===== src/tioc_defs.vh =====
`ifndef TIOC_DEFS_VH
`define TIOC_DEFS_VH
// register byte offsets
`define TIOC_OFS_SEL3H 8'h00
`define TIOC_OFS_SEL3L 8'h04
`define TIOC_OFS_SEL4 8'h08
`define TIOC_OFS_MODE3 8'h0C
`define TIOC_OFS_GRA3 8'h10
`define TIOC_OFS_GRC3 8'h14
`define TIOC_OFS_GRA4 8'h18
`define TIOC_OFS_STAT 8'h1C
`define TIOC_OFS_MASK 8'h20
`define TIOC_OFS_CNT 8'h24
// select field bits
`define TIOC_SEL_ROLE 3
`define TIOC_SEL_LEVEL 2
`define TIOC_SEL_ACT_HI 1
`define TIOC_SEL_ACT_LO 0
// action codes
`define TIOC_ACT_OFF 2'h0
`define TIOC_ACT_LOW 2'h1
`define TIOC_ACT_HIGH 2'h2
`define TIOC_ACT_TOGGLE 2'h3
// mode register: buffer-a enable bit
`define TIOC_MODE_BFA 4
// reset values
`define TIOC_SEL_RST 8'h00
`define TIOC_MODE_RST 8'h00
`define TIOC_GR_RST 16'hFFFF
// axi responses
`define TIOC_RESP_OKAY 2'h0
`define TIOC_RESP_SLVERR 2'h2
`endif


===== src/tioc_top.v =====
// Overview of operation
// - select bit3 low is compare; action 00 disables pin, 01 drives low on match.
// - compare with action 10 drives the pin high on each match.
// - compare with action 11 toggles the pin on each match.
// - select bit2 sets the pin's initial level before the first match.
// - capture role, bit2 low, action 00: capture on pin rising edge.
// - capture role, bit2 low, action 01: capture on pin falling edge.
// - capture role, bit2 low, bit1 high: capture on both edges.
// - channel 3 A and C, bits 3 and 2 set: capture on channel 4 count.
// - channel 4 A, bits 3 and 2 set: capture on channel 3 A match or capture.
// - buffer-a enable set makes the C select void, no compare or capture.
//
// Design decisions made here: the register offsets and register access over AXI4-Lite.
`timescale 1ns/100ps
`default_nettype none
`include "tioc_defs.vh"
module tioc_top #(
  parameter WIDTH = 16
) (
  // clock and reset
  input wire aclk,
  input wire aresetn,
  // axi4-lite write address
  input wire [7:0] s_axi_awaddr,
  input wire s_axi_awvalid,
  output wire s_axi_awready,
  // axi4-lite write data
  input wire [31:0] s_axi_wdata,
  input wire [3:0] s_axi_wstrb,
  input wire s_axi_wvalid,
  output wire s_axi_wready,
  // axi4-lite write response
  output reg [1:0] s_axi_bresp,
  output reg s_axi_bvalid,
  input wire s_axi_bready,
  // axi4-lite read address
  input wire [7:0] s_axi_araddr,
  input wire s_axi_arvalid,
  output wire s_axi_arready,
  // axi4-lite read data
  output reg [31:0] s_axi_rdata,
  output reg [1:0] s_axi_rresp,
  output reg s_axi_rvalid,
  input wire s_axi_rready,
  // counters from the wider timer unit
  input wire [WIDTH-1:0] chan3_counter,
  input wire [WIDTH-1:0] chan4_counter,
  input wire chan4_count_step,
  // timer pins, input side unsynchronised
  input wire chan3_pin_a_in,
  output wire chan3_pin_a_out,
  output wire chan3_pin_a_oe,
  input wire chan3_pin_c_in,
  output wire chan3_pin_c_out,
  output wire chan3_pin_c_oe,
  input wire chan4_pin_a_in,
  output wire chan4_pin_a_out,
  output wire chan4_pin_a_oe,
  // interrupt
  output wire irq
);
  // software-visible registers
  reg [7:0] chan3_io_select_high_q;
  reg [7:0] chan3_io_select_low_q;
  reg [7:0] chan4_io_select_q;
  reg [7:0] chan3_mode_reg_q;
  reg [5:0] stat_q;
  reg [5:0] stat_d;
  reg [5:0] mask_q;

  // pin synchronisers
  reg [2:0] sync1_q;
  reg [2:0] sync2_q;

  // write request holding, address and data may arrive apart
  reg [7:0] awaddr_q;
  reg aw_have_q;
  reg [31:0] wdata_q;
  reg [3:0] wstrb_q;
  reg w_have_q;

  // initial-level load strobes
  reg [2:0] sel_wr_q;

  // read decode and handshakes
  reg [31:0] rd_d;
  reg rd_hit;
  wire wr_fire;
  wire rd_fire;
  wire wr_hit;

  // per-register results
  wire [WIDTH-1:0] gra3;
  wire [WIDTH-1:0] grc3;
  wire [WIDTH-1:0] gra4;
  wire m_a3;
  wire m_c3;
  wire m_a4;
  wire c_a3;
  wire c_c3;
  wire c_a4;
  wire buf_a;
  wire [5:0] events;

  // per-register write strobes
  wire wr_sel3h;
  wire wr_sel3l;
  wire wr_sel4;
  wire wr_gra3;
  wire wr_grc3;
  wire wr_gra4;
  wire stat_rd;

  // pin inputs pass two flops before any logic
  always @(posedge aclk)
  begin
    if (!aresetn)
    begin
      sync1_q <= 3'h0;
      sync2_q <= 3'h0;
    end
    else
    begin
      sync1_q <= {chan4_pin_a_in, chan3_pin_c_in, chan3_pin_a_in};
      sync2_q <= sync1_q;
    end
  end

  // write channel: address and data taken in either order
  assign s_axi_awready = ~aw_have_q & ~s_axi_bvalid;
  assign s_axi_wready = ~w_have_q & ~s_axi_bvalid;
  assign wr_fire = aw_have_q & w_have_q;
  assign wr_hit = (awaddr_q[1:0] == 2'h0) && (awaddr_q <= `TIOC_OFS_MASK);

  always @(posedge aclk)
  begin
    if (!aresetn)
    begin
      aw_have_q <= 1'b0;
      w_have_q <= 1'b0;
      awaddr_q <= 8'h00;
      wdata_q <= 32'h0000_0000;
      wstrb_q <= 4'h0;
      s_axi_bvalid <= 1'b0;
      s_axi_bresp <= `TIOC_RESP_OKAY;
    end
    else
    begin
      if (s_axi_awvalid && s_axi_awready)
      begin
        aw_have_q <= 1'b1;
        awaddr_q <= s_axi_awaddr;
      end
      if (s_axi_wvalid && s_axi_wready)
      begin
        w_have_q <= 1'b1;
        wdata_q <= s_axi_wdata;
        wstrb_q <= s_axi_wstrb;
      end
      if (wr_fire)
      begin
        aw_have_q <= 1'b0;
        w_have_q <= 1'b0;
        s_axi_bvalid <= 1'b1;
        // counter is read only, unmapped gets slverr
        s_axi_bresp <= wr_hit ? `TIOC_RESP_OKAY : `TIOC_RESP_SLVERR;
      end
      else if (s_axi_bvalid && s_axi_bready)
        s_axi_bvalid <= 1'b0;
    end
  end

  // write strobes per register, low byte lanes only
  assign wr_sel3h = wr_fire && awaddr_q == `TIOC_OFS_SEL3H && wstrb_q[0];
  assign wr_sel3l = wr_fire && awaddr_q == `TIOC_OFS_SEL3L && wstrb_q[0];
  assign wr_sel4 = wr_fire && awaddr_q == `TIOC_OFS_SEL4 && wstrb_q[0];
  assign wr_gra3 = wr_fire && awaddr_q == `TIOC_OFS_GRA3 && (&wstrb_q[1:0]);
  assign wr_grc3 = wr_fire && awaddr_q == `TIOC_OFS_GRC3 && (&wstrb_q[1:0]);
  assign wr_gra4 = wr_fire && awaddr_q == `TIOC_OFS_GRA4 && (&wstrb_q[1:0]);

  // select strobes delayed one edge: the stored select then already
  // holds the new level bit when the pin takes its initial level
  always @(posedge aclk)
  begin
    if (!aresetn)
      sel_wr_q <= 3'h0;
    else
      sel_wr_q <= {wr_sel4, wr_sel3l, wr_sel3h};
  end

  // configuration registers
  always @(posedge aclk)
  begin
    if (!aresetn)
    begin
      chan3_io_select_high_q <= `TIOC_SEL_RST;
      chan3_io_select_low_q <= `TIOC_SEL_RST;
      chan4_io_select_q <= `TIOC_SEL_RST;
      chan3_mode_reg_q <= `TIOC_MODE_RST;
      mask_q <= 6'h00;
    end
    else if (wr_fire)
    begin
      if (wr_sel3h)
        chan3_io_select_high_q <= {4'h0, wdata_q[3:0]};
      if (wr_sel3l)
        chan3_io_select_low_q <= {4'h0, wdata_q[3:0]};
      if (wr_sel4)
        chan4_io_select_q <= {4'h0, wdata_q[3:0]};
      if (awaddr_q == `TIOC_OFS_MODE3 && wstrb_q[0])
        chan3_mode_reg_q <= wdata_q[7:0];
      if (awaddr_q == `TIOC_OFS_MASK && wstrb_q[0])
        mask_q <= wdata_q[5:0];
    end
  end

  // buffer mode voids the c register
  assign buf_a = chan3_mode_reg_q[`TIOC_MODE_BFA];

  // channel 3 register a: alternate source is channel 4 counting
  tioc_chan #(.WIDTH(WIDTH)) u_a3 (
    .aclk(aclk),
    .aresetn(aresetn),
    .sel(chan3_io_select_high_q[3:0]),
    .inhibit(1'b0),
    .sel_wr(sel_wr_q[0]),
    .count(chan3_counter),
    .pin_sync(sync2_q[0]),
    .alt_trig(chan4_count_step),
    .gr_wr(wr_gra3),
    .gr_wdata(wdata_q[WIDTH-1:0]),
    .gr_q(gra3),
    .pin_out_q(chan3_pin_a_out),
    .pin_oe(chan3_pin_a_oe),
    .match(m_a3),
    .capture(c_a3)
  );

  // channel 3 register c: void while it buffers register a
  tioc_chan #(.WIDTH(WIDTH)) u_c3 (
    .aclk(aclk),
    .aresetn(aresetn),
    .sel(chan3_io_select_low_q[3:0]),
    .inhibit(buf_a),
    .sel_wr(sel_wr_q[1]),
    .count(chan3_counter),
    .pin_sync(sync2_q[1]),
    .alt_trig(chan4_count_step),
    .gr_wr(wr_grc3),
    .gr_wdata(wdata_q[WIDTH-1:0]),
    .gr_q(grc3),
    .pin_out_q(chan3_pin_c_out),
    .pin_oe(chan3_pin_c_oe),
    .match(m_c3),
    .capture(c_c3)
  );

  // channel 4 register a: chained to channel 3 register a events
  tioc_chan #(.WIDTH(WIDTH)) u_a4 (
    .aclk(aclk),
    .aresetn(aresetn),
    .sel(chan4_io_select_q[3:0]),
    .inhibit(1'b0),
    .sel_wr(sel_wr_q[2]),
    .count(chan4_counter),
    .pin_sync(sync2_q[2]),
    .alt_trig(m_a3 | c_a3),
    .gr_wr(wr_gra4),
    .gr_wdata(wdata_q[WIDTH-1:0]),
    .gr_q(gra4),
    .pin_out_q(chan4_pin_a_out),
    .pin_oe(chan4_pin_a_oe),
    .match(m_a4),
    .capture(c_a4)
  );

  // sticky status; a match lasts while counter holds, so set is level
  assign events = {c_a4, m_a4, c_c3, m_c3, c_a3, m_a3};
  // a read of the status word clears it
  assign stat_rd = rd_fire && s_axi_araddr == `TIOC_OFS_STAT;

  // read clears, a new event in the same cycle wins
  always @*
  begin
    stat_d = stat_q;
    if (stat_rd)
      stat_d = 6'h00;
    stat_d = stat_d | events;
  end

  always @(posedge aclk)
  begin
    if (!aresetn)
      stat_q <= 6'h00;
    else
      stat_q <= stat_d;
  end

  // level interrupt while any unmasked status bit stands
  assign irq = |(stat_q & mask_q);

  // read channel: one read at a time, answer next cycle
  assign s_axi_arready = ~s_axi_rvalid;
  assign rd_fire = s_axi_arvalid & s_axi_arready;

  // read decode
  always @*
  begin
    rd_d = 32'h0000_0000;
    rd_hit = 1'b1;
    case (s_axi_araddr)
      `TIOC_OFS_SEL3H: rd_d[7:0] = chan3_io_select_high_q;
      `TIOC_OFS_SEL3L: rd_d[7:0] = chan3_io_select_low_q;
      `TIOC_OFS_SEL4: rd_d[7:0] = chan4_io_select_q;
      `TIOC_OFS_MODE3: rd_d[7:0] = chan3_mode_reg_q;
      `TIOC_OFS_GRA3: rd_d[WIDTH-1:0] = gra3;
      `TIOC_OFS_GRC3: rd_d[WIDTH-1:0] = grc3;
      `TIOC_OFS_GRA4: rd_d[WIDTH-1:0] = gra4;
      `TIOC_OFS_STAT: rd_d[5:0] = stat_q;
      `TIOC_OFS_MASK: rd_d[5:0] = mask_q;
      `TIOC_OFS_CNT: rd_d[WIDTH-1:0] = chan3_counter;
      default: rd_hit = 1'b0;
    endcase
  end

  always @(posedge aclk)
  begin
    if (!aresetn)
    begin
      s_axi_rvalid <= 1'b0;
      s_axi_rdata <= 32'h0000_0000;
      s_axi_rresp <= `TIOC_RESP_OKAY;
    end
    else if (rd_fire)
    begin
      s_axi_rvalid <= 1'b1;
      s_axi_rdata <= rd_d;
      s_axi_rresp <= rd_hit ? `TIOC_RESP_OKAY : `TIOC_RESP_SLVERR;
    end
    else if (s_axi_rready)
      s_axi_rvalid <= 1'b0;
  end
endmodule
`default_nettype wire


===== src/tioc_chan.v =====
`timescale 1ns/100ps
`default_nettype none
`include "tioc_defs.vh"
// one general register: compare or capture per 4-bit select
module tioc_chan #(
  parameter WIDTH = 16
) (
  // clock and reset
  input wire aclk,
  input wire aresetn,
  // configuration
  input wire [3:0] sel,
  input wire inhibit,
  input wire sel_wr,
  // counter and trigger sources
  input wire [WIDTH-1:0] count,
  input wire pin_sync,
  input wire alt_trig,
  // software load of the general register
  input wire gr_wr,
  input wire [WIDTH-1:0] gr_wdata,
  // results
  output reg [WIDTH-1:0] gr_q,
  output reg pin_out_q,
  output wire pin_oe,
  output wire match,
  output wire capture
);
  reg pin_prev_q;
  wire role_cap;
  wire [1:0] act;
  wire rise;
  wire fall;
  wire pin_trig;
  assign role_cap = sel[`TIOC_SEL_ROLE];
  assign act = sel[1:0];
  assign rise = pin_sync & ~pin_prev_q;
  assign fall = ~pin_sync & pin_prev_q;
  // pin edge decode; bit 0 ignored for both edges
  assign pin_trig = sel[`TIOC_SEL_ACT_HI] ? (rise | fall) :
    (sel[`TIOC_SEL_ACT_LO] ? fall : rise);
  // buffered register generates nothing
  assign match = ~inhibit & ~role_cap & (count == gr_q);
  assign capture = ~inhibit & role_cap &
    (sel[`TIOC_SEL_LEVEL] ? alt_trig : pin_trig);
  // pin driven only while compare action enabled
  assign pin_oe = ~inhibit & ~role_cap & (act != `TIOC_ACT_OFF);

  // edge history
  always @(posedge aclk)
  begin
    if (!aresetn)
      pin_prev_q <= 1'b0;
    else
      pin_prev_q <= pin_sync;
  end

  // general register: software write, capture wins over write
  always @(posedge aclk)
  begin
    if (!aresetn)
      gr_q <= {WIDTH{1'b1}};
    else if (capture)
      gr_q <= count;
    else if (gr_wr)
      gr_q <= gr_wdata;
  end

  // output level: initial level on select write, then match actions
  always @(posedge aclk)
  begin
    if (!aresetn)
      pin_out_q <= 1'b0;
    else if (sel_wr)
      pin_out_q <= sel[`TIOC_SEL_LEVEL];
    else if (match)
    begin
      case (act)
        `TIOC_ACT_LOW: pin_out_q <= 1'b0;
        `TIOC_ACT_HIGH: pin_out_q <= 1'b1;
        `TIOC_ACT_TOGGLE: pin_out_q <= ~pin_out_q;
        default: pin_out_q <= pin_out_q;
      endcase
    end
  end
endmodule
`default_nettype wire


===== config.mk =====
export PLATFORM = sky130hd
export DESIGN_NAME = tioc_top
export DESIGN_NICKNAME = d
export VERILOG_FILES = /design/src/tioc_top.v /design/src/tioc_chan.v
export VERILOG_INCLUDE_DIRS = /design/src
export SDC_FILE = /design/constraint.sdc
export NUM_CORES = 1
export LEC_CHECK = 0
export ABC_AREA = 1
export BUFFER_PORTS_ARGS = -buffer_cell sky130_fd_sc_hd__buf_2
export CAP_MARGIN = 5
export CORE_ASPECT_RATIO = 1.75
export CORE_MARGIN = 1.5
export CORE_UTILIZATION = 28
export DETAILED_ROUTE_END_ITERATION = 16
export GPL_TIMING_DRIVEN = 0
export HOLD_SLACK_MARGIN = 0.03
export PLACE_DENSITY_LB_ADDON = 0.1
export SKIP_CTS_REPAIR_TIMING = 1
export SKIP_LAST_GASP = 1
export SLEW_MARGIN = 20
export SYNTH_ARGS = -nofsm -noshare
export SYNTH_HDL_FRONTEND = slang
export SYNTH_SLANG_ARGS = --single-unit

===== constraint.sdc =====
create_clock -name aclk -period 4.3 [get_ports aclk]
set_clock_uncertainty 0.1 [all_clocks]
set_input_delay 0.86 -clock aclk [delete_from_list [all_inputs] [get_ports aclk]]
set_output_delay 0.86 -clock aclk [all_outputs]
set_load 0.01 [all_outputs]

# Word-level counts from Yosys, hierarchy flattened
# Cells that the tools add are included.
# classes
reduce_logical,48
n_lt_le_gt_ge,1
mux,35
n_eq_ne,28
bitwise,45
# op_table
cell,n
two-way mux 16 bit,6
one-hot mux 6 bit (10 select lines),1
"== test 8 x 5 -> 1 bit, second input constant",7
== test 16 bit,3
"== test 8 x 4 -> 1 bit, second input constant",4
one-hot mux 8 bit (4 select lines),1
"== test 8 x 6 -> 1 bit, second input constant",3
nonzero test 2 bit,11
bitwise AND 1 bit,21
two-way mux 1 bit,20
logical AND 1 bit,19
inverter 1 bit,18
AND reduction 2 bit,9
"== test 8 x 3 -> 1 bit, second input constant",2
logical NOT 8 bit,2
"== test 2 bit, second input constant",6
nonzero test 4 bit,3
one-hot mux 2 bit (5 select lines),1
OR reduction 10 bit,1
one-hot mux 1 bit (3 select lines),3
"<= comparator 8 x 6 -> 1 bit, second input constant",1
bitwise AND 6 bit,1
"== test 2 x 1 -> 1 bit, second input constant",3
two-way mux 6 bit,1
other kinds (6),10
# word_totals
reg_bits,145
in_bits,95
output_inout_bits,48

# Logic depth before layout (Yosys ltp)
# Gate-level depths: netlist of the first run.
# depth
ltp_word,10
ltp_mapped,13
mapped_depth_nobuf,12

# Cells and area by module
# Synthesis of the first run repeated with hierarchy kept, for this count alone.
# hier_totals
hier_cells,1240
hier_area_um2,8026.4
# modules_own_cells
mod,cells_per_inst,area_per_inst_um2,n_inst,seq_area_each_um2
tioc_top,610,4287.9,1,1781.7
tioc_chan,210,1246.2,3,360.3

# Least setup slack after synthesis of the first run
# OpenSTA, ideal clock, no wires.
# synth_path
kind,in2reg
start,input s_axi_araddr[5]
end,register s_axi_rdata[3]
n_path_buf,1
setup_ns,0.132
stages,10
t_arrival_ns,1.798
path_slack_ns,2.270
required_time_ns,4.068
cell_sequence,inv_1 -> nand3_1 -> clkinv_1 -> buf_2 -> nand3_1 -> nand2_1 -> nor2_1 -> nand3b_1 -> nand2_1 -> a21oi_1
# synth_between
elab_chain_cells,2
word_cells_on_any_way,11
# synth_lines
element,line_no,rtl
"start, declared",tioc_top.v:37,"input wire [7:0] s_axi_araddr,"
== test 8 x 6 -> 1 bit (tied with other cells),tioc_top.v:311,case (s_axi_araddr)
one-hot mux 6 bit (10 select lines) (*),tioc_top.v:311,
"end signal, assigned",tioc_top.v:337,s_axi_rdata <= rd_d;
"end, declared",tioc_top.v:41,"output reg [31:0] s_axi_rdata,"
# Every way passes the cells marked *; elsewhere a longest branch is shown, timed or not.
# A chain may end at the register's enable or synchronous reset.

# Worst setup path after layout of the first run
# layout_path
start,input s_axi_araddr[7]
end,register s_axi_rdata[5]
# Same word-level chain as after synthesis.

==> results of run 1 <==
[worst min path at each step]
stage                  to  slack [ns]  cells past startpoint
3_5_place_dp   sync2_q[2]        0.30                      2
3_3_place_gp   sync2_q[2]        0.30                      2
2_1_floorplan  sync2_q[0]        0.29                      2
5_1_grt        sync2_q[2]        0.33                      2
6_report       sync2_q[2]        0.31                      2
4_1_cts        sync2_q[2]        0.31                      2
[state kept, by name, summed over array words and instances, names as in the netlist, 2 cells and up]
name,count
awaddr_q,8
chan3_io_select_high_q,4
chan3_io_select_low_q,4
chan3_mode_reg_q,8
chan4_io_select_q,4
mask_q,6
s_axi_rdata,16
sel_wr_q,3
stat_q,6
sync1_q,3
sync2_q,3
u_a3.gr_q,16
u_a4.gr_q,16
u_c3.gr_q,16
wdata_q,16
wstrb_q,2
[where the power goes]
part / switching, uW / total [uW] / internal, uW
Combinational: 202 / 300 / 98.1
Clock: 614 / 1610 / 996
Sequential: 47.9 / 1410 / 1360
[final cells by class]
cell class	instances	area (sq um)
multi-input combinational	826	4030
fill	3055	17800
clock inverter	11	163
inverter	139	522
timing repair buffer	105	526
buffer	61	353
sequential	143	2860
clock buffer	21	460
tap	369	462
[metrics by stage]
stage	cells	total power (uW)
2_1_floorplan	1169	1580
3_3_place_gp	1643	1740
3_5_place_dp	1643	1740
4_1_cts	1675	3350
5_1_grt	1675	3440
6_report	1675	3320
[metal layers]
| layer | vias up | share of wire (%) |
|---|---|---|
| met5 | - | 0 |
| met4 | 0 | 5.2 |
| met3 | 71 | 3.3 |
| met1 | 3681 | 37 |
| met2 | 221 | 55 |
| li1 | 4009 | - |
[layout by cell type, fill, tap and decap left out, types with 6 or more instances in the layout]
cell       Yosys  routed
nand2_1      278     278
dfxtp_1      143     143
inv_1        127     127
o21ai_0      127     127
buf_2          9     114
nor2_1       111     111
nand3_1      101     101
a21oi_1       71      71
clkbuf_1      24      26
buf_4         24      24
o211ai_1      20      20
conb_1         1      18
clkbuf_16      0      17
ha_1          15      15
o22ai_1       11      11
inv_2          9       9
xnor2_1        9       9
nand3b_1       9       9
o2111ai_1      7       7
nand4_1        6       6
xor2_1         6       6
[critical path: cells and delay by family]
| kind | cells | cell delay, ns |
|---|---|---|
| and+or+nand+nor | 6 | 1.04 |
| AOI/OAI and AO/OA | 2 | 0.57 |
| buffers and inverters | 2 | 0.33 |
[cell families (layout without fill, tap and decap cells)]
kind of cell	Yosys count	in the layout	share of synthesized area (%)
other cells	1	18	0.0487
flops	143	143	37.2
simple gates	532	532	29.9
fa+ha+maj	15	15	2.44
buf+inv	200	337	11.4
compound gates	246	246	17.4
xor+xnor	15	15	1.71
==> metrics, run 1 <==
Layout area overhead=21.7%; Worst-path clk slew=0.06 ns; sequential area share after synthesis=between 30% and 40%; met1 Use GR=22.6%; crit path to=s_axi_rdata[5]; Pwr Density=~350 nW/um^2; Avg Inst Size Synth=~6.7 sq um; fraction of layout cells with a size suffix above 1=around 15%; Wirelength per Cell=18.9 um; antenna violations before repair=0; Setup crit start kind=input pin; # setup viols final=0; CTS Root Buffer Type=clkbuf_16; leakage=0.00464 uW; fmax=392 MHz; M3 GR Usage=3.27%; aggregate negative setup slack=0 ns; Hold Path Class=flip-flop to flip-flop; Worst slew margin=37.2%; status=completed; Initial Util=28.4%; Diodes inserted=0; Cells after Synth=between 1,000 and 1,500; Critical R2R Capture=u_a3.gr_q[11]; HP Start=sync1_q[2]; flop-to-flop setup slack=1.99 ns; Worst Hold Slack=0.314 ns; Synth cell types=40; IO Pins=143; DIE WIDTH=128 um; RSZ-0062 raised after global routing=false; synth top area cells=dfxtp_1, nand2_1, o21ai_0, nand3_1, inv_1; Clk Latency, worst-skew pair=0.45 ns; ANT nets after route=0; slowest CP cell=nor2_2; Place WS=1.29 ns; Post-synth EDFFs=0; max incr delay on CP=0.43 ns; Final Cell Area=9370 sq um; clk buf depth=2; Tmin final=around 2.6 ns; Top FF cell, synth=dfxtp_1; area share of the largest cell type after synthesis=37.2%; vias per cell=4.77; Starting DRT DRC Count=466; R2R cell count=10; crit path capture type=flip-flop; HPWL after DPL=25,100 um; Slew @ Worst Pin=between 0.9 and 1 ns; largest net degree at the start of global routing=17; synthesized flop and latch total=around 140; PortBufs=105; Final nets=1,403; Routed WL=31,600 um; cells along the critical path=buf_2, nor2_1, nand3_1, nor2_2, inv_2, o21ai_0, nor2_1, nand2_1, nand2_1, a21oi_1; first-pass GRT wire length=46,500 um; total vias in the final route=about 8,000; Final WS setup=around 1.7 ns; die height=roughly 220 um; vias in the first global route=around 7,800; M2 GR Usage=43.5%; core area=roughly 27,000 sq um; final core occ=34.6%; WP data arrival=2.82 ns; clock net sink count=143; Post-route DRC=0; Peak supply drop=0.318 mV; drt pass-1 iters=5; GPL Wtd Cong=0.912; H-tree Lvls=4; GRT Overall Usage=between 20% and 30%; Final Slew Violations=0; Area after DPL=approximately 9000 sq um; Hold Violations, Final=0; max-cap viol count=0; TritonCTS Buffers=17; Synth Cell Area=7700 sq um; GRT busiest layer=met2; crit share post-route=59.4%; area of the die=around 29,000 sq um; CP Max Fanout=10; Crit path required time=4.57 ns; FF-to-FF Start=u_a3.pin_prev_q; Synth top cells by count=nand2_1, dfxtp_1, inv_1, o21ai_0, nor2_1; global route overflow=0; crit path from=s_axi_araddr[7]; Synth area leader=dfxtp_1; CTS tree=yes; Site Rows=80; Warnings, synthesis=0; Setup CP Type=input pin to flip-flop; count leader, synth=nand2_1; ys async rst share=0%
No activity file was read; power rests on OpenSTA's default activity.
==> inputs of run 2 (changes only) <==
- clock period: 4.3 -> 2.25 ns (I/O delays scaled with it)
==> run 2 against run 1 <==
  * Critical path depth unchanged
  * Global-route usage unchanged
  * Utilization up 0.083 points
  * Register-to-register slack worse by 1.8 ns
  * Final cell count unchanged
  * First-iteration DRC count up 5.8%
  * Count of clock-buffer cells in the layout unchanged
  * Largest power group unchanged
==> metrics, run 2 (synthesized netlist as in run 1, its figures left out) <==
Final Instance Count excl. Fillers=1,675 (unchanged); Final Cell Area=9400 sq um (+0.24%); global route overflow=0 (unchanged); Setup crit start kind=input pin; Final nets=1,403 (unchanged); # setup viols final=0 (unchanged); Hold Violations, Final=0 (unchanged); GRT Overall Usage=22.6% (unchanged); Final Slew Violations=0 (unchanged); Wirelength per Cell=18.9 um (about the same); GPL Wtd Cong=0.912 (unchanged); clk buf depth=2 (unchanged); RSZ-0062 raised after global routing=false; HPWL after DPL=25,100 um (unchanged); Peak supply drop=0.608 mV (+92%); clock net sink count=143 (unchanged); largest net degree at the start of global routing=17 (unchanged); Crit path required time=2.52 ns (-2.05 ns); die height=222 um (unchanged); aggregate negative setup slack=0 ns (unchanged); IO Pins=143 (unchanged); FF-to-FF Start=u_c3.pin_prev_q; Area after DPL=8750 sq um (unchanged); Routed WL=31,600 um (about the same); Starting DRT DRC Count=493 (+5.8%); total vias in the final route=8,007 (+0.31%); first-pass GRT wire length=46,500 um (unchanged); vias in the first global route=7,820 (unchanged); CP Max Fanout=10 (unchanged); Clk Latency, worst-skew pair=0.45 ns (about the same); Diodes inserted=0 (unchanged); hold depth=3 (+1); Hold Path Class=input pin to flip-flop; H-tree Lvls=4 (unchanged); vias per cell=4.78 (+0.31%); status=completed; Worst Hold Slack=0.0768 ns (-0.237 ns); Initial Util=28.4% (unchanged); TritonCTS Buffers=17 (unchanged); R2R cell count=10 (unchanged); fmax=467 MHz; DIE WIDTH=128 um (unchanged); core area=27,100 sq um (unchanged); Post-Place Cells=1,643 (unchanged); WP data arrival=2.41 ns (-0.41 ns); drt pass-1 iters=5 (unchanged); max-cap viol count=0 (unchanged); Critical R2R Capture=u_c3.gr_q[3]; Hold EP=sync1_q[1]; PortBufs=105 (unchanged); Site Rows=80 (unchanged); fraction of layout cells with a size suffix above 1=15.8% (+0.38 points); Pwr Density=675 nW/um^2 (+91%); Layout area overhead=22.0%; crit path capture type=flip-flop; commonest non-fill, non-tap cells in the layout=nand2_1, dfxtp_1, inv_1; CTS tree=yes; leakage=0.00464 uW (+0.14%); Tmin final=approximately 2.1 ns; Worst-path clk slew=0.06 ns (about the same); flop-to-flop setup slack=0.17 ns (-1.82 ns); antenna violations before repair=0 (unchanged); ANT nets after route=0 (unchanged); area of the die=28,500 sq um (unchanged); Post-route DRC=0 (unchanged); crit share post-route=approximately 95%; CTS Root Buffer Type=clkbuf_16; HP Start=chan3_pin_c_in; Setup CP Type=input pin to flip-flop; most common cell after layout, fill and taps aside=nand2_1; Worst slew margin=37.0% (-0.22 points); Slew @ Worst Pin=0.945 ns (+0.00323 ns)
run 2: worst max path at each step:
stage,from,to,slack (ns),cells past startpoint
CTS,u_a3.pin_prev_q,u_a3.gr_q[12],-0.04,10
floorplan,u_a3.pin_prev_q,u_a4.gr_q[11],0.53,12
global placement,s_axi_araddr[7],s_axi_rdata[5],-0.33,10
finish,s_axi_araddr[7],s_axi_rdata[5],0.11,10
global route,u_a3.pin_prev_q,u_a4.gr_q[5],0.006,12
detailed placement,s_axi_araddr[7],s_axi_rdata[5],-0.35,10
run 2: power by group:
| part | switching, uW | internal, uW | total [uW] |
|---|---|---|---|
| sequential | 91.6 | 2600 | 2690 |
| clock | 1170 | 1900 | 3080 |
| combinational | 387 | 188 | 575 |
| total | 1650 | 4690 | 6340 |
run 2: cell type report:
cell class / count / area (sq um)
Buffer: 61 / 355
Tap cell: 369 / 462
Sequential cell: 143 / 2860
Inverter: 139 / 522
Clock buffer: 21 / 460
Timing Repair Buffer: 105 / 526
Fill cell: 3053 / 17700
Multi-Input combinational cell: 826 / 4050
Clock inverter: 11 / 163
run 2: critical path, stage by stage:
cell and delay, ns:
buf_2 0.10, nor2_1 0.12, nand3_1 0.17, nor2_2 0.43, inv_2 0.23, o21ai_0 0.44
nor2_1 0.11, nand2_1 0.14, nand2_1 0.07, a21oi_1 0.13
run 2: layer usage:
| layer | track usage (%) | vias to the layer above | wire length [um] |
|---|---|---|---|
| met5 | 0 | - | 0 |
| met4 | 13.0 | 0 | 1620 |
| met3 | 3.27 | 69 | 921 |
| met2 | 43.5 | 206 | 17300 |
| met1 | 22.6 | 3724 | 11800 |
| li1 | - | 4008 | - |
run 2: stage by stage:
stage | worst slack, ns | total power (uW) | util (%)
after global placement | -0.327 | 3320 | 32.3
after global routing | 0.00570 | 6570 | 34.6
final | 0.108 | 6340 | 34.6
after floorplan | 0.527 | 3020 | -
after detailed placement | -0.347 | 3320 | 32.3
after CTS | -0.0439 | 6400 | 34.6
==> inputs of run 3 (changes only) <==
- clock period: 2.25 -> 2.33 ns (I/O delays scaled with it)
==> run 3 against run 2 <==
  * Sequential cell count unchanged
  * Combinational power down 3.7%
  * Sequential power down 3%
  * Largest cell class unchanged
  * Register-to-register slack better by 0.03 ns
  * Critical path type unchanged
  * Final cell count unchanged
==> metrics, run 3 (synthesized netlist as in run 1, its figures left out) <==
first-pass GRT wire length=46,500 um (unchanged); FF-to-FF Start=chan3_io_select_high_q[3]; total vias in the final route=7,986 (-0.26%); Tmin final=2.15 ns; clock net sink count=143 (unchanged); CTS tree=yes; HPWL after DPL=25,100 um (unchanged); Layout area overhead=21.9%; Post-route DRC=0 (unchanged); global route overflow=0 (unchanged); leakage=0.00464 uW (about the same); die height=222 um (unchanged); clk buf depth=2 (unchanged); Hold EP=sync1_q[1]; Final nets=1,403 (unchanged); Diodes inserted=0 (unchanged); Final Slew Violations=0 (unchanged); DIE WIDTH=128 um (unchanged); register area=2860 sq um (unchanged); largest net degree at the start of global routing=17 (unchanged); Final Cell Area=9390 sq um (-0.11%); TritonCTS Buffers=17 (unchanged); Wirelength per Cell=18.8 um (-0.43%); PortBufs=105 (unchanged); Peak supply drop=0.586 mV (-3.7%); WP data arrival=2.42 ns (about the same); Pwr Density=653 nW/um^2 (-3.3%); Multi-input gate area=4040 sq um (-0.25%); Critical R2R Capture=u_a4.gr_q[1]; fmax=466 MHz; vias in the first global route=7,820 (unchanged); R2R cell count=9 (-1); Hold Violations, Final=0 (unchanged); Crit path required time=2.60 ns (+0.08 ns); status=completed; most common cell after layout, fill and taps aside=nand2_1; fraction of layout cells with a size suffix above 1=15.8% (-0.077 points); IO Pins=143 (unchanged); Initial Util=28.4% (unchanged); final core occ=34.6% (-0.037 points); Worst slew margin=36.5% (-0.52 points); core area=27,100 sq um (unchanged); RSZ-0062 raised after global routing=false; Setup crit start kind=input pin; crit share post-route=slightly above 90%; Hold Path Class=input pin to flip-flop; H-tree Lvls=4 (unchanged); drt pass-1 iters=6 (+1); Slew @ Worst Pin=0.953 ns (+0.00786 ns); area of the die=28,500 sq um (unchanged); Area after DPL=8750 sq um (unchanged); Filler Cell Count=3,053 (unchanged); flop-to-flop setup slack=0.20 ns (+0.03 ns); Clk Latency, worst-skew pair=0.45 ns (about the same); vias per cell=4.77 (-0.26%); total power=6130 uW (-3.4%); # setup viols final=0 (unchanged); crit path capture type=flip-flop; Setup CP Type=input pin to flip-flop; Site Rows=80 (unchanged); CTS Root Buffer Type=clkbuf_16; ANT nets after route=0 (unchanged); CP Max Fanout=10 (unchanged); HP Start=chan3_pin_c_in; Worst-path clk slew=0.06 ns (about the same); max-cap viol count=0 (unchanged); commonest non-fill, non-tap cells in the layout=nand2_1, dfxtp_1, inv_1, o21ai_0, buf_2; antenna violations before repair=0 (unchanged); GRT Overall Usage=22.6% (unchanged); Starting DRT DRC Count=441 (-11%); Routed WL=31,500 um (-0.43%); GPL Wtd Cong=0.912 (unchanged); hold depth=3 (unchanged)
==> run 3: cell count changes in the layout (fill, tap and decap cells not counted) <==
cell | previous run | this run
nand3_2 | 3 | 4
nand3_4 | 1 | 0
nor2_1 | 110 | 111
nor2_2 | 4 | 3
o21ai_0 | 126 | 127
o21ai_1 | 4 | 3
==> run 3: per-layer routing <==
metal  GRT usage [%]  part of all wire (%)  up-vias
li1                -                     -     4010
met1            22.6                    37     3675
met2            43.5                    54      226
met3            3.27                   3.6       75
met4            13.0                   5.4        0
met5               0                     0        -
==> run 3: how the worst max path moves through the flow <==
| stage | startpoint | endpoint | cells past startpoint |
|---|---|---|---|
| 2_1_floorplan | u_a3.pin_prev_q | u_a4.gr_q[11] | 12 |
| 3_3_place_gp | s_axi_araddr[7] | s_axi_rdata[5] | 10 |
| 3_5_place_dp | s_axi_araddr[7] | s_axi_rdata[5] | 10 |
| 4_1_cts | u_a3.pin_prev_q | u_a3.gr_q[12] | 10 |
| 5_1_grt | u_a3.gr_q[12] | u_a4.gr_q[2] | 12 |
| 6_report | s_axi_araddr[7] | s_axi_rdata[5] | 10 |
==> run 3: per-stage QoR <==
step	TNS, ns	hold WS (ns)	instances	setup WS, ns
2_1_floorplan	0	0.290	1169	0.607
3_3_place_gp	-0.714	0.296	1643	-0.263
3_5_place_dp	-0.921	0.299	1643	-0.283
4_1_cts	0	0.0784	1675	0.0361
5_1_grt	0	0.104	1675	0.0284
6_report	0	0.0936	1675	0.183
==> run 3: power by group <==
part	total [uW]	leakage, uW	switching [uW]	internal, uW
Sequential	2600	0.00116	88.4	2510
Combinational	554	0.00318	372	181
Clock	2980	0.000299	1140	1840
Total	6130	0.00464	1600	4530
==> run 3: area by class of cell <==
cell class,count,share of cell area (%)
clock inverters,11,1.73
flip-flops and latches,143,30.5
clock buffers,21,4.91
multi-input cells,826,43.0
well taps,369,4.92
plain buffers,61,3.79
inverters,139,5.56
repair buffers,105,5.60
==> run 3: worst max-delay path: stages <==
cell and delay (ns):
buf_2 0.10, nor2_1 0.12, nand3_1 0.17, nor2_2 0.44
inv_2 0.23, o21ai_0 0.44, nor2_1 0.11, nand2_1 0.14
nand2_1 0.07, a21oi_1 0.12
